[src/common/host_port_pkg.sv]
// Package: constants, types and encodings for the host port block
package host_port_pkg;

   // ****************************************
   // Host-side register select addresses
   // ****************************************
   localparam logic [2:0] ADDR_CONTROL  = 3'h0;
   localparam logic [2:0] ADDR_CMD_VEC  = 3'h1;
   localparam logic [2:0] ADDR_STATUS   = 3'h2;
   localparam logic [2:0] ADDR_ACK_VEC  = 3'h3;
   localparam logic [2:0] ADDR_UNUSED   = 3'h4;
   localparam logic [2:0] ADDR_TX_HIGH  = 3'h5;
   localparam logic [2:0] ADDR_TX_MID   = 3'h6;
   localparam logic [2:0] ADDR_TX_LOW   = 3'h7;

   // ****************************************
   // Field positions
   // ****************************************
   localparam int CTRL_TRANSMIT_REQUEST_ENABLE_POS   = 0;
   localparam int CTRL_SEM0_POS   = 3;
   localparam int CTRL_INIT_POS   = 7;
   localparam int CVR_HC_POS      = 7;
   localparam int STAT_TRANSMIT_EMPTY_FLAG_POS   = 1;
   localparam int STAT_TRDY_POS   = 2;
   localparam int STAT_SERVICE_REQUEST_PIN_POS   = 7;

   // ****************************************
   // Reset values and vectors
   // ****************************************
   localparam logic [4:0]  CMD_VEC_RESET    = 5'h12;
   localparam logic [7:0]  ACK_VEC_RESET    = 8'h0F;
   localparam logic [15:0] VEC_RECEIVE      = 16'h0020;
   localparam logic [15:0] VEC_TRANSMIT     = 16'h0022;
   localparam logic [15:0] VEC_CMD_LOW      = 16'h0024;
   localparam logic [15:0] VEC_CMD_HIGH     = 16'h003C;
   localparam logic [15:0] VEC_MULTIPLIER   = 16'h0002;

   // ****************************************
   // Synchroniser depth for pins
   // ****************************************
   localparam int SYNC_STAGES = 3;

   // ****************************************
   // Strobe tracking state
   // ****************************************
   typedef enum logic [1:0] {
      ST_IDLE   = 2'b00,
      ST_ACTIVE = 2'b01,
      ST_FINISH = 2'b11
   } strobe_state_t;

   // Host pin bundle (synchronised view)
   typedef struct packed {
      logic       enable;
      logic       read;
      logic [2:0] sel;
      logic       ack;
   } host_pins_t;

   // Core exception request
   typedef struct packed {
      logic        valid;
      logic [15:0] vector;
   } core_exc_t;

endpackage : host_port_pkg

[src/logic/pin_sync.sv]
// Three-stage pin synchroniser with agreement filter
module pin_sync #(
   parameter int          WIDTH      = 1,
   parameter logic [31:0] RESET_BITS = 32'h0000_0000
) (
   input  wire logic             clk_sys_i,
   input  wire logic             arst_n_i,
   input  wire logic [WIDTH-1:0] async_i,
   output logic      [WIDTH-1:0] sync_o
);

   logic [WIDTH-1:0] stage1_q;
   logic [WIDTH-1:0] stage2_q;
   logic [WIDTH-1:0] stage3_q;
   logic [WIDTH-1:0] level_q;

   // Shift chain; first stage only feeds the second
   always_ff @(posedge clk_sys_i or negedge arst_n_i) begin
      if (!arst_n_i) begin
         stage1_q <= RESET_BITS[WIDTH-1:0];
         stage2_q <= RESET_BITS[WIDTH-1:0];
         stage3_q <= RESET_BITS[WIDTH-1:0];
      end else begin
         stage1_q <= async_i;
         stage2_q <= stage1_q;
         stage3_q <= stage2_q;
      end
   end

   // Per bit: change accepted once stages two and three agree
   genvar i;
   for (i = 0; i < WIDTH; i++) begin : g_bit
      always_ff @(posedge clk_sys_i or negedge arst_n_i) begin
         if (!arst_n_i) begin
            level_q[i] <= RESET_BITS[i];
         end else if (stage2_q[i] == stage3_q[i]) begin
            level_q[i] <= stage3_q[i];
         end
      end
   end

   assign sync_o = level_q;

endmodule : pin_sync

[src/logic/host_port_block.sv]
// Host port block: host-to-core data path and host command logic
// Behaviour
// - Transmit-empty flag set whenever the transmit byte registers can take bytes.
// - With transmit request enabled, request pin asserted while transmit-empty is set.
// - Host write of the low transmit byte clears transmit-empty.
// - Receive-full flag set while a word waits in the core receive register.
// - Core read of receive register clears receive-full; the transfer of a waiting word then sets transmit-empty.
// - Both flags clear: copy transmit bytes to receive register, set receive-full.
// - Receive interrupt enable and receive-full request exception at vector 0020.
// - Sources: receive 0020, transmit 0022, host command 0000 to 003E.
// - Command exception vector is the command vector number times two.
// - Reset sets command vector number to 12 hex, vector 0024.
// - Host command bit set raises the command-pending bit for the core.
// - Command exception starts only with command interrupt enable and a pending command.
// - Core acceptance clears the host command bit, readable by the host.
// - Host command bit and vector number are written in one write.
// - Host may cancel a pending command before acceptance; it is then not taken.
// - Initialize bit clears itself after execution and on core reset.
// - Request pin released once the satisfying transfer has completed.
// - Host writes captured on the enable rising edge; reads driven from falling edge.
// - Request and acknowledge both asserted: acknowledge vector register drives the bus.
module host_port_block (
   input  wire logic        clk_sys_i,
   input  wire logic        arst_n_i,
   // Host pins
   input  wire logic        port_enable_strobe_n_i,
   input  wire logic        direction_select_pin_i,
   input  wire logic [2:0]  register_select_lines_i,
   input  wire logic        acknowledge_strobe_pin_n_i,
   input  wire logic [7:0]  host_data_i,
   output logic      [7:0]  host_data_o,
   output logic             host_data_oe_n_o,
   output logic             service_request_pin_o,
   output logic             service_request_pin_oe_n_o,
   // Core side
   input  wire logic        port_select_i,
   input  wire logic        receive_interrupt_enable_i,
   input  wire logic        transmit_interrupt_enable_i,
   input  wire logic        command_interrupt_enable_i,
   input  wire logic        transmit_data_empty_i,
   input  wire logic        core_receive_read_i,
   input  wire logic        exception_accept_i,
   output logic      [23:0] core_receive_register_o,
   output logic             core_receive_full_flag_o,
   output logic             command_pending_bit_o,
   output logic             general_semaphore_zero_o,
   output logic             exception_request_o,
   output logic      [15:0] exception_vector_o
);

   // ****************************************
   // Pin synchronisation
   // ****************************************
   // Raw and synchronised pin views
   host_port_pkg::host_pins_t pins_raw;
   host_port_pkg::host_pins_t pins;
   logic [7:0] data_sync;

   // Active-high view of the host pins
   assign pins_raw.enable = ~port_enable_strobe_n_i;
   assign pins_raw.read   = direction_select_pin_i;
   assign pins_raw.sel    = register_select_lines_i;
   assign pins_raw.ack    = ~acknowledge_strobe_pin_n_i;

   // Control pins and data bus pass one shared synchroniser
   pin_sync #(
      .WIDTH      (14),
      .RESET_BITS (32'h0000_0000)
   ) u_sync (
      .clk_sys_i (clk_sys_i),
      .arst_n_i  (arst_n_i),
      .async_i   ({pins_raw, host_data_i}),
      .sync_o    ({pins, data_sync})
   );

   // ****************************************
   // Strobe edge tracking
   // ****************************************
   // Strobe state and captured access context
   host_port_pkg::strobe_state_t state_q;
   host_port_pkg::strobe_state_t state_d;
   logic       access_read_q;
   logic [2:0] access_sel_q;
   logic       write_done;
   logic       read_start;
   logic       read_done;

   // Enable strobe sequencing
   always_comb begin
      state_d = state_q;
      case (state_q)
         host_port_pkg::ST_IDLE: begin
            if (pins.enable) begin
               state_d = host_port_pkg::ST_ACTIVE;
            end
         end
         host_port_pkg::ST_ACTIVE: begin
            if (!pins.enable) begin
               state_d = host_port_pkg::ST_FINISH;
            end
         end
         host_port_pkg::ST_FINISH: begin
            state_d = host_port_pkg::ST_IDLE;
         end
         default: begin
            state_d = host_port_pkg::ST_IDLE;
         end
      endcase
   end

   // Access context captured while strobe falls
   always_ff @(posedge clk_sys_i or negedge arst_n_i) begin
      if (!arst_n_i) begin
         state_q       <= host_port_pkg::ST_IDLE;
         access_read_q <= 1'b0;
         access_sel_q  <= 3'h0;
      end else begin
         state_q <= state_d;
         if (state_q == host_port_pkg::ST_IDLE && pins.enable) begin
            access_read_q <= pins.read;
            access_sel_q  <= pins.sel;
         end
      end
   end

   // Strobe events: read launch, write capture, read end
   assign read_start = (state_q == host_port_pkg::ST_IDLE) && pins.enable && pins.read;
   assign write_done = (state_q == host_port_pkg::ST_ACTIVE) && !pins.enable && !access_read_q;
   assign read_done  = (state_q == host_port_pkg::ST_ACTIVE) && !pins.enable && access_read_q;

   // ****************************************
   // Host-side registers
   // ****************************************
   // Host-visible register state
   logic       transmit_request_enable_q;
   logic       rreq_q;
   logic       sem0_q;
   logic       init_q;
   logic       host_cmd_q;
   logic [4:0] cmd_vec_q;
   logic [7:0] ack_vec_q;
   logic [7:0] tx_high_q;
   logic [7:0] tx_mid_q;
   logic [7:0] tx_low_q;
   logic       tx_empty_q;
   logic       rx_full_q;
   logic       transfer;
   logic       accept_cmd;

   // Host control register; initialize bit is self clearing
   always_ff @(posedge clk_sys_i or negedge arst_n_i) begin
      if (!arst_n_i) begin
         transmit_request_enable_q <= 1'b0;
         rreq_q <= 1'b0;
         sem0_q <= 1'b0;
         init_q <= 1'b0;
      end else if (write_done && access_sel_q == host_port_pkg::ADDR_CONTROL) begin
         transmit_request_enable_q <= data_sync[host_port_pkg::CTRL_TRANSMIT_REQUEST_ENABLE_POS];
         rreq_q <= data_sync[host_port_pkg::CTRL_TRANSMIT_REQUEST_ENABLE_POS + 1];
         sem0_q <= data_sync[host_port_pkg::CTRL_SEM0_POS];
         init_q <= data_sync[host_port_pkg::CTRL_INIT_POS];
      end else if (init_q) begin
         init_q <= 1'b0;
      end
   end

   // Command vector: bit and number in one write; acceptance clears the bit
   always_ff @(posedge clk_sys_i or negedge arst_n_i) begin
      if (!arst_n_i) begin
         host_cmd_q <= 1'b0;
         cmd_vec_q  <= host_port_pkg::CMD_VEC_RESET;
      end else if (write_done && access_sel_q == host_port_pkg::ADDR_CMD_VEC) begin
         host_cmd_q <= data_sync[host_port_pkg::CVR_HC_POS];
         cmd_vec_q  <= data_sync[4:0];
      end else if (accept_cmd) begin
         host_cmd_q <= 1'b0;
      end
   end

   // Acknowledge vector register
   always_ff @(posedge clk_sys_i or negedge arst_n_i) begin
      if (!arst_n_i) begin
         ack_vec_q <= host_port_pkg::ACK_VEC_RESET;
      end else if (write_done && access_sel_q == host_port_pkg::ADDR_ACK_VEC) begin
         ack_vec_q <= data_sync;
      end
   end

   // Transmit byte registers
   always_ff @(posedge clk_sys_i or negedge arst_n_i) begin
      if (!arst_n_i) begin
         tx_high_q <= 8'h00;
         tx_mid_q  <= 8'h00;
         tx_low_q  <= 8'h00;
      end else if (write_done) begin
         case (access_sel_q)
            host_port_pkg::ADDR_TX_HIGH: tx_high_q <= data_sync;
            host_port_pkg::ADDR_TX_MID:  tx_mid_q  <= data_sync;
            host_port_pkg::ADDR_TX_LOW:  tx_low_q  <= data_sync;
            default: begin
            end
         endcase
      end
   end

   // ****************************************
   // Handshake flags and word transfer
   // ****************************************
   // Word moves across once both flags are clear
   assign transfer = !tx_empty_q && !rx_full_q;

   // Transmit-empty: low byte write clears, transfer sets
   always_ff @(posedge clk_sys_i or negedge arst_n_i) begin
      if (!arst_n_i) begin
         tx_empty_q <= 1'b1;
      end else if (transfer) begin
         tx_empty_q <= 1'b1;
      end else if (write_done && access_sel_q == host_port_pkg::ADDR_TX_LOW) begin
         tx_empty_q <= 1'b0;
      end
   end

   // Receive-full: transfer sets, core read clears; set wins
   always_ff @(posedge clk_sys_i or negedge arst_n_i) begin
      if (!arst_n_i) begin
         rx_full_q <= 1'b0;
      end else if (transfer) begin
         rx_full_q <= 1'b1;
      end else if (core_receive_read_i) begin
         rx_full_q <= 1'b0;
      end
   end

   // Core receive register loaded from the byte group
   always_ff @(posedge clk_sys_i or negedge arst_n_i) begin
      if (!arst_n_i) begin
         core_receive_register_o <= 24'h00_0000;
      end else if (transfer) begin
         core_receive_register_o <= {tx_high_q, tx_mid_q, tx_low_q};
      end
   end

   // Core-side status views
   assign core_receive_full_flag_o = rx_full_q;
   assign command_pending_bit_o    = host_cmd_q;
   assign general_semaphore_zero_o = sem0_q;

   // ****************************************
   // Core exception requests
   // ****************************************
   logic rx_exc;
   logic tx_exc;
   logic cmd_exc;
   host_port_pkg::core_exc_t exc_sel;

   // Enabled sources while the port is selected
   assign rx_exc  = port_select_i && receive_interrupt_enable_i && rx_full_q;
   assign tx_exc  = port_select_i && transmit_interrupt_enable_i && transmit_data_empty_i;
   assign cmd_exc = port_select_i && command_interrupt_enable_i && host_cmd_q;

   // Command taken only when it is the one presented
   assign accept_cmd = exception_accept_i && cmd_exc && !rx_exc && !tx_exc;

   // Vector selection, receive first, then transmit, then command
   always_comb begin
      exc_sel.valid = rx_exc || tx_exc || cmd_exc;
      if (rx_exc) begin
         exc_sel.vector = host_port_pkg::VEC_RECEIVE;
      end else if (tx_exc) begin
         exc_sel.vector = host_port_pkg::VEC_TRANSMIT;
      end else begin
         exc_sel.vector = 16'({11'h000, cmd_vec_q} * host_port_pkg::VEC_MULTIPLIER);
      end
   end

   // Exception request and vector to the core
   assign exception_request_o = exc_sel.valid;
   assign exception_vector_o  = exc_sel.vector;

   // ****************************************
   // Service request pin
   // ****************************************
   logic req_active;

   // Request from an enabled, empty transmit side
   assign req_active = port_select_i && transmit_request_enable_q && tx_empty_q;

   // Open drain: pull low while requesting
   assign service_request_pin_o      = 1'b0;
   assign service_request_pin_oe_n_o = ~req_active;

   // ****************************************
   // Host read data bus
   // ****************************************
   // Read path state
   logic [7:0] read_mux;
   logic [7:0] status_byte;
   logic       vec_cycle;
   logic       drive_q;
   logic [7:0] data_q;

   // Host status byte and vector fetch detect
   assign status_byte = {req_active, 4'h0, (tx_empty_q && !rx_full_q), tx_empty_q, 1'b0};
   assign vec_cycle   = req_active && pins.ack;

   // Register read mux; unused address reads zero
   always_comb begin
      case (pins.sel)
         host_port_pkg::ADDR_CONTROL: read_mux = {init_q, 3'h0, sem0_q, 1'b0, rreq_q, transmit_request_enable_q};
         host_port_pkg::ADDR_CMD_VEC: read_mux = {host_cmd_q, 2'h0, cmd_vec_q};
         host_port_pkg::ADDR_STATUS:  read_mux = status_byte;
         host_port_pkg::ADDR_ACK_VEC: read_mux = ack_vec_q;
         default:                     read_mux = 8'h00;
      endcase
   end

   // Data driven from strobe fall until release, or during vector cycle
   always_ff @(posedge clk_sys_i or negedge arst_n_i) begin
      if (!arst_n_i) begin
         drive_q <= 1'b0;
         data_q  <= 8'h00;
      end else if (vec_cycle) begin
         drive_q <= 1'b1;
         data_q  <= ack_vec_q;
      end else if (read_start) begin
         drive_q <= 1'b1;
         data_q  <= read_mux;
      end else if (read_done || !pins.enable) begin
         drive_q <= 1'b0;
      end
   end

   // Bus outputs straight from the drive registers
   assign host_data_o      = data_q;
   assign host_data_oe_n_o = ~drive_q;

endmodule : host_port_block

[config.mk]
export PLATFORM = sky130hd
export DESIGN_NAME = host_port_block
export DESIGN_NICKNAME = d
export VERILOG_FILES = /design/src/common/host_port_pkg.sv /design/src/logic/pin_sync.sv /design/src/logic/host_port_block.sv
export SDC_FILE = /design/constraint.sdc
export NUM_CORES = 1
export LEC_CHECK = 0
export BUFFER_PORTS_ARGS = -buffer_cell sky130_fd_sc_hd__buf_4
export CORE_MARGIN = 2
export CORE_UTILIZATION = 56
export DETAILED_ROUTE_END_ITERATION = 8
export GPL_TIMING_DRIVEN = 0
export PLACE_DENSITY = 0.79
export SLEW_MARGIN = 40
export SYNTH_ARGS = -nofsm -noshare
export SYNTH_HDL_FRONTEND = slang
export SYNTH_HIERARCHICAL = 1
export SYNTH_SLANG_ARGS = --single-unit
[constraint.sdc]
create_clock -name clk_sys_i -period 3.1 [get_ports clk_sys_i]
set_clock_uncertainty 0.15 [all_clocks]
set_input_delay 0.62 -clock clk_sys_i [delete_from_list [all_inputs] [get_ports clk_sys_i]]
set_output_delay 0.62 -clock clk_sys_i [all_outputs]
set_load 0.02 [all_outputs]
==> metrics.csv, run 1 <==
stage,metric,value,unit
sta,RSZ-0062 raised after global routing,false,
cts,clock slew at reported path FFs,0.06,ns
grt,first-pass GRT wire length,15500,um
worst_hold_path,WHS Endpoint,u_sync/stage1_q[2],
critical_path,worst r2r dst,tx_low_q[0],
final_layout,nets,446,
route,Routed WL,9310,um
run_status,status,"finished, final reports clean",
critical_path,R2R Setup Slk,0.58,ns
cts,H-tree depth,4,
final_layout,area added between synthesis and finish,24.9,%
sta,Tmin final,2.52,ns
logic_synthesis,Synth Instances,326,
cts,TritonCTS clock tree,yes,
grt,met1 Usage GRT,27.3,%
grt,met3 usage,6.47,%
sta,Slew @ Worst Pin,0.798,ns
critical_path,top cell family by delay on the critical path,simple AND/OR/NAND/NOR gates,
logic_synthesis,syn avg cell area,15.6,um^2
die,FP Rows,34,
critical_path,Worst Setup Path Type,reg -> reg,
route,drt initial violations,120,
place,placer congestion estimate,0.827,
die,Placeable Area,8760,um^2
worst_hold_path,Hold Path Depth,1,
die,Die X-Extent,99.3,um
place,number of port buffers,65,
sta,TNS Setup,0,ns
route,drt drc,0,
logic_synthesis,"EDFF count, synth",0,
logic_synthesis,Yosys reg bits,139,
die,DIE AREA,9860,um^2
critical_path,CP Buf/Inv Count,1,
critical_path,CP Capture Type,flip-flop,
power_and_ir_drop,Pwr per Cell Area,946,nW/um^2
worst_hold_path,hold path start,host_data_i[2],
critical_path,Startpoint Class,flip-flop,
route,Routed WL per cell,17.1,um
cts,Skew-Pair Late Insertion Delay,0.52,ns
final_layout,final core utilization,72.5,%
logic_synthesis,"Top FF cell, synth",dfrtp_1,
final_layout,# fillers,568,
sta,Max Clk Rate,396,MHz
sta,slew margin rel.,46.5,%
critical_path,crit-path cells,or4b_1 -> buf_2 -> nor3_2 -> mux2_2,
grt,largest net degree at the start of global routing,78,
final_layout,fraction of layout cells with a size suffix above 1,46.3,%
route,antenna-violating nets left,0,
grt,most used routing layer,met2,
critical_path,slowest cell delay on critical path,0.65,ns
grt,GR Util All Layers,20.6,%
grt,initial antenna violation count,0,
cts,CTS sink cnt,139,
critical_path,worst r2r src,u_sync/sync_o[13],
grt,grt met2 use,32.4,%
cts,post-CTS setup buffer count,0,
critical_path,crit-path max FO,9,
route,Pre-antenna DRT Iters,4,
logic_synthesis,post-synth cell types,40,
route,vias per cell,5.40,
critical_path,arrival time at the worst endpoint,2.76,ns
critical_path,CP max stage cell,nor3_2,
die,I/O pin total,78,
logic_synthesis,sequential area share after synthesis,68.5,%
cts,total CTS buffers,17,
critical_path,Worst EP required,3.34,ns
sta,final period utilization,81.4,%
sta,final hold violations,0,
sta,Final Max Slew Viols,0,
logic_synthesis,Synth warnings,6,
route,vias,2939,
grt,global route total overflow,0,
die,die height,99.3,um
logic_synthesis,Syn Std Cell Area,5090,um^2
cts,clock tree buffer depth,2,
worst_hold_path,worst min path class,in -> reg,
critical_path,worst r2r path cells,4,
critical_path,Critical Path Stages,4,
power_and_ir_drop,peak supply drop,0.471,mV
final_layout,"commonest non-fill, non-tap cell in the layout",dfrtp_1,
logic_synthesis,asr flop ratio synth,100,%
place,post-DP HPWL,5970,um
job,max_cap viols,0,
cts,CTS root buf,clkbuf_8,
die,Initial Util,58.1,%
power_and_ir_drop,Leak Pwr,0.00306,uW
sta,Final setup viols,0,
grt,vias in the first global route,3048,
final_layout,"commonest non-fill, non-tap cells in the layout","dfrtp_1, buf_4, mux2_2",
final_layout,antenna cells,0,
[what timing repair did]
item / in CTS / in global routing
resized for setup: 0 / 0
endpoints found under the hold margin: 75 / 0
hold buffers: 1 / 0
[flip-flops by register name, indices dropped and copies added, names as in the netlist, 3 cells and up]
register                 cells
core_receive_register_o     24
u_sync/stage1_q             14
u_sync/stage2_q             14
u_sync/stage3_q             14
u_sync/sync_o               14
ack_vec_q                    8
host_data_o                  8
tx_high_q                    8
tx_low_q                     8
tx_mid_q                     8
cmd_vec_q                    5
access_sel_q                 3
[metal layers]
layer  wire length, um  share of wire (%)  up-vias
li1                  -                  -     1325
met5                 0                  0        -
met2              4660                 50       79
met1              4080                 44     1521
met3               407                4.4       14
met4               163                1.8        0
[power breakdown]
part	leakage [uW]	internal, uW	total [uW]	switching, uW
clock network	0.000264	1110	1870	764
registers	0.00173	2340	2700	364
logic	0.00107	763	1440	677
total	0.00306	4210	6010	1800
[worst max-delay path by stage]
stage | from | end
2_1_floorplan | u_sync/sync_o[13] | cmd_vec_q[0]
3_3_place_gp | u_sync/sync_o[13] | tx_low_q[3]
3_5_place_dp | u_sync/sync_o[13] | tx_low_q[0]
4_1_cts | u_sync/sync_o[13] | tx_low_q[0]
5_1_grt | u_sync/sync_o[13] | tx_low_q[6]
6_report | u_sync/sync_o[13] | tx_low_q[0]
[cells by family (layout without fill, tap and decap cells)]
| family | after synthesis | count (layout) | synth area share, % |
|---|---|---|---|
| DFF | 139 | 139 | 68.5 |
| AOI/OAI and AO/OA | 26 | 26 | 3.32 |
| adders and majority gates | 14 | 14 | 3.10 |
| and+or+nand+nor | 46 | 46 | 5.44 |
| other | 1 | 12 | 0.0737 |
| muxes | 72 | 72 | 16.4 |
| buffers and inverters | 28 | 127 | 3.12 |
[cell usage after synthesis (all sizes together), types with 3 or more instances]
| master | number | area, um^2 |
|---|---|---|
| nand3 | 6 | 30.0 |
| mux2i | 5 | 50.1 |
| o21ai | 5 | 25.0 |
| clkbuf | 8 | 30.0 |
| a22oi | 3 | 22.5 |
| nand3b | 4 | 30.0 |
| buf | 14 | 106 |
| maj3 | 14 | 158 |
| inv | 6 | 22.5 |
| nor2 | 11 | 41.3 |
| mux2 | 66 | 762 |
| nand2 | 7 | 26.3 |
| dfstp | 7 | 184 |
| and2 | 4 | 25.0 |
| dfrtp | 132 | 3300 |
| a21oi | 8 | 40.0 |
[cell type report]
class / count / area [um^2] / area share (%)
Sequential cell: 139 / 3490 / 54.9
Multi-Input combinational cell: 170 / 1480 / 23.3
Timing Repair Buffer: 67 / 533 / 8.39
Clock buffer: 20 / 445 / 7.01
Buffer: 22 / 136 / 2.15
Tap cell: 108 / 135 / 2.13
Clock inverter: 12 / 114 / 1.79
Inverter: 6 / 22.5 / 0.354
[metrics by stage]
step / instance area (um^2) / setup slack [ns] / hold slack [ns] / instances / total power [uW]
final: 6360 / 0.577 / 0.0555 / 544 / 6010
after floorplan: 5130 / 0.867 / 0.174 / 337 / 3530
after detailed placement: 5790 / 0.594 / 0.185 / 511 / 4150
after global routing: 6360 / 0.439 / 0.0362 / 544 / 6300
after CTS: 6360 / 0.569 / 0.0448 / 544 / 6060
after global placement: 5750 / 0.612 / 0.184 / 510 / 4080
Note: power is estimated with default switching activity, not from simulation.
==> run 2, diff against run 1 <==
==> constraint.sdc (replaced) <==
create_clock -name clk_sys_i -period 2.4 [get_ports clk_sys_i]
set_clock_uncertainty 0.15 [all_clocks]
set_input_delay 0.48 -clock clk_sys_i [delete_from_list [all_inputs] [get_ports clk_sys_i]]
set_output_delay 0.48 -clock clk_sys_i [all_outputs]
set_load 0.02 [all_outputs]
==> run 2 against run 1 <==
Combinational power is 33% higher; die area stayed put; critical endpoint is now cmd_vec_q[3]; final area is 3.5% higher; largest cell class unchanged; final cell count is 3.7% higher; maximum frequency is 7.7% higher; highest routed layer unchanged; setup slack worse by 0.52 ns; global-route usage is 0.51 points higher; sequential cell count stayed put; clock power is 29% higher.
==> metrics.csv, run 2 (synthesis gave the netlist of run 1 again) <==
stage,metric,value,unit
cts,clock slew at reported path FFs,0.06,ns
final_layout,"commonest non-fill, non-tap cell in the layout",dfrtp_1,
place,placer congestion estimate,0.827,
critical_path,slowest cell delay on critical path,0.53,ns
cts,CTS root buf,clkbuf_8,
critical_path,crit-path max FO,7,
run_status,status,"finished, final reports clean",
die,Initial Util,58.1,%
route,vias per cell,5.35,
final_layout,# fillers,539,
sta,Final Max Slew Viols,0,
route,vias,3018,
final_layout,FF/Latch Area,3490,um^2
place,Placement Cell Area,5790,um^2
job,max_cap viols,0,
final_layout,max reg flops,24,
die,I/O pin total,78,
sta,Final setup viols,0,
sta,slew margin rel.,52.5,%
final_layout,Biggest register,core_receive_register_o,
critical_path,Startpoint Class,flip-flop,
final_layout,fraction of layout cells with a size suffix above 1,46.3,%
place,cell count after placement,511,
route,Pre-antenna DRT Iters,4,
route,Routed WL,9560,um
critical_path,Worst EP required,2.64,ns
cts,total CTS buffers,17,
sta,RSZ-0062 raised after global routing,false,
sta,final period utilization,97.6,%
sta,Max Clk Rate,427,MHz
cts,TritonCTS clock tree,yes,
grt,largest net degree at the start of global routing,78,
critical_path,CP Capture Type,flip-flop,
power_and_ir_drop,Pwr per Cell Area,1190,nW/um^2
final_layout,multi-input logic area,1510,um^2
critical_path,CP max stage cell,or4b_4,
final_layout,"non-filler cells, final",564,
sta,Tmin final,2.34,ns
die,Placeable Area,8760,um^2
route,antenna-violating nets left,0,
worst_hold_path,worst min path class,reg -> reg,
final_layout,final instance area,6580,um^2
final_layout,area added between synthesis and finish,29.3,%
route,Routed WL per cell,17.0,um
cts,CTS sink cnt,139,
power_and_ir_drop,Leak Pwr,0.00316,uW
final_layout,"commonest non-fill, non-tap cells in the layout","dfrtp_1, buf_4, mux2_2",
place,post-DP HPWL,5970,um
die,die height,99.3,um
die,FP Rows,34,
grt,GR Util All Layers,21.1,%
cts,Skew-Pair Late Insertion Delay,0.52,ns
sta,final hold violations,0,
sta,Slew @ Worst Pin,0.712,ns
place,number of port buffers,65,
route,drt drc,0,
critical_path,arrival time at the worst endpoint,2.59,ns
grt,initial antenna violation count,0,
power_and_ir_drop,peak supply drop,0.609,mV
route,drt initial violations,130,
die,Die X-Extent,99.3,um
grt,vias in the first global route,3122,
cts,clock tree buffer depth,2,
cts,H-tree depth,4,
die,DIE AREA,9860,um^2
grt,global route total overflow,0,
final_layout,antenna cells,0,
critical_path,crit-path cells,or4b_4 -> buf_6 -> or4b_4 -> buf_6 -> mux2_4,
final_layout,nets,466,
critical_path,Worst Setup Path Type,reg -> reg,
grt,first-pass GRT wire length,15800,um
## run 2: cell count changes in the layout (fill, tap and decap cells not counted), sizes merged
cell,delta
buf,+5
dlygate4sd3,+15
## run 2: area by class of cell
class                           count  area share [%]
Clock inverter                     12            1.73
Buffer                             22            2.17
Inverter                            6           0.342
Multi-Input combinational cell    170            22.9
Clock buffer                       20            6.77
Sequential cell                   139            53.0
Tap cell                          108            2.05
Timing Repair Buffer               87            11.0
## run 2: final timing paths
| path | from | to | slack (ns) | cells past startpoint |
|---|---|---|---|---|
| worst max-delay path | u_sync/sync_o[13] | cmd_vec_q[3] | 0.06 | 5 |
| worst min-delay path | u_sync/stage1_q[6] | u_sync/stage2_q[6] | 0.20 | 0 |
| worst max register to register | u_sync/sync_o[13] | cmd_vec_q[3] | 0.06 | 5 |
| worst min register to register | u_sync/stage1_q[6] | u_sync/stage2_q[6] | 0.20 | 0 |
| max in group asynchronous | arst_n_i | ack_vec_q[0] | 0.99 | 3 |
| min in group asynchronous | arst_n_i | u_sync/stage3_q[9] | 0.38 | 2 |
## run 2: worst max-delay path, delay by kind of cell, from the launching register on
kind | cells | cell delay (ns)
buffers and inverters | 2 | 0.32
DFF | 1 | 0.44
muxes | 1 | 0.30
and+or+nand+nor | 2 | 1.01
## run 2: repair_timing
action,4_1_cts,5_1_grt
setup endpoints to repair,20,24
resized for setup,5,3
hold buffers,16,0
buffers inserted,1,4
hold endpoints to repair,90,0
## run 2: power by group
part | internal, uW | switching, uW
Combinational | 1020 | 898
Sequential | 3020 | 478
Clock | 1430 | 988
Total | 5480 | 2360
## run 2: layer usage
metal	global-route usage (%)	wire length (um)
met1	27.8	4110
met2	33.5	4870
met3	6.54	441
met4	7.69	142
met5	0	0
## run 2: per-stage QoR
step           TNS [ns]  hold slack (ns)  util [%]  worst slack, ns  total power (uW)
2_1_floorplan         0           0.0344         -            0.167              4560
6_report              0            0.196      75.0           0.0566              7840
3_5_place_dp     -0.863            0.185      66.0           -0.106              5370
4_1_cts               0            0.187      74.6          0.00308              7870
3_3_place_gp     -0.887            0.184      65.6          -0.0883              5270
5_1_grt               0            0.201      75.0           0.0161              8220
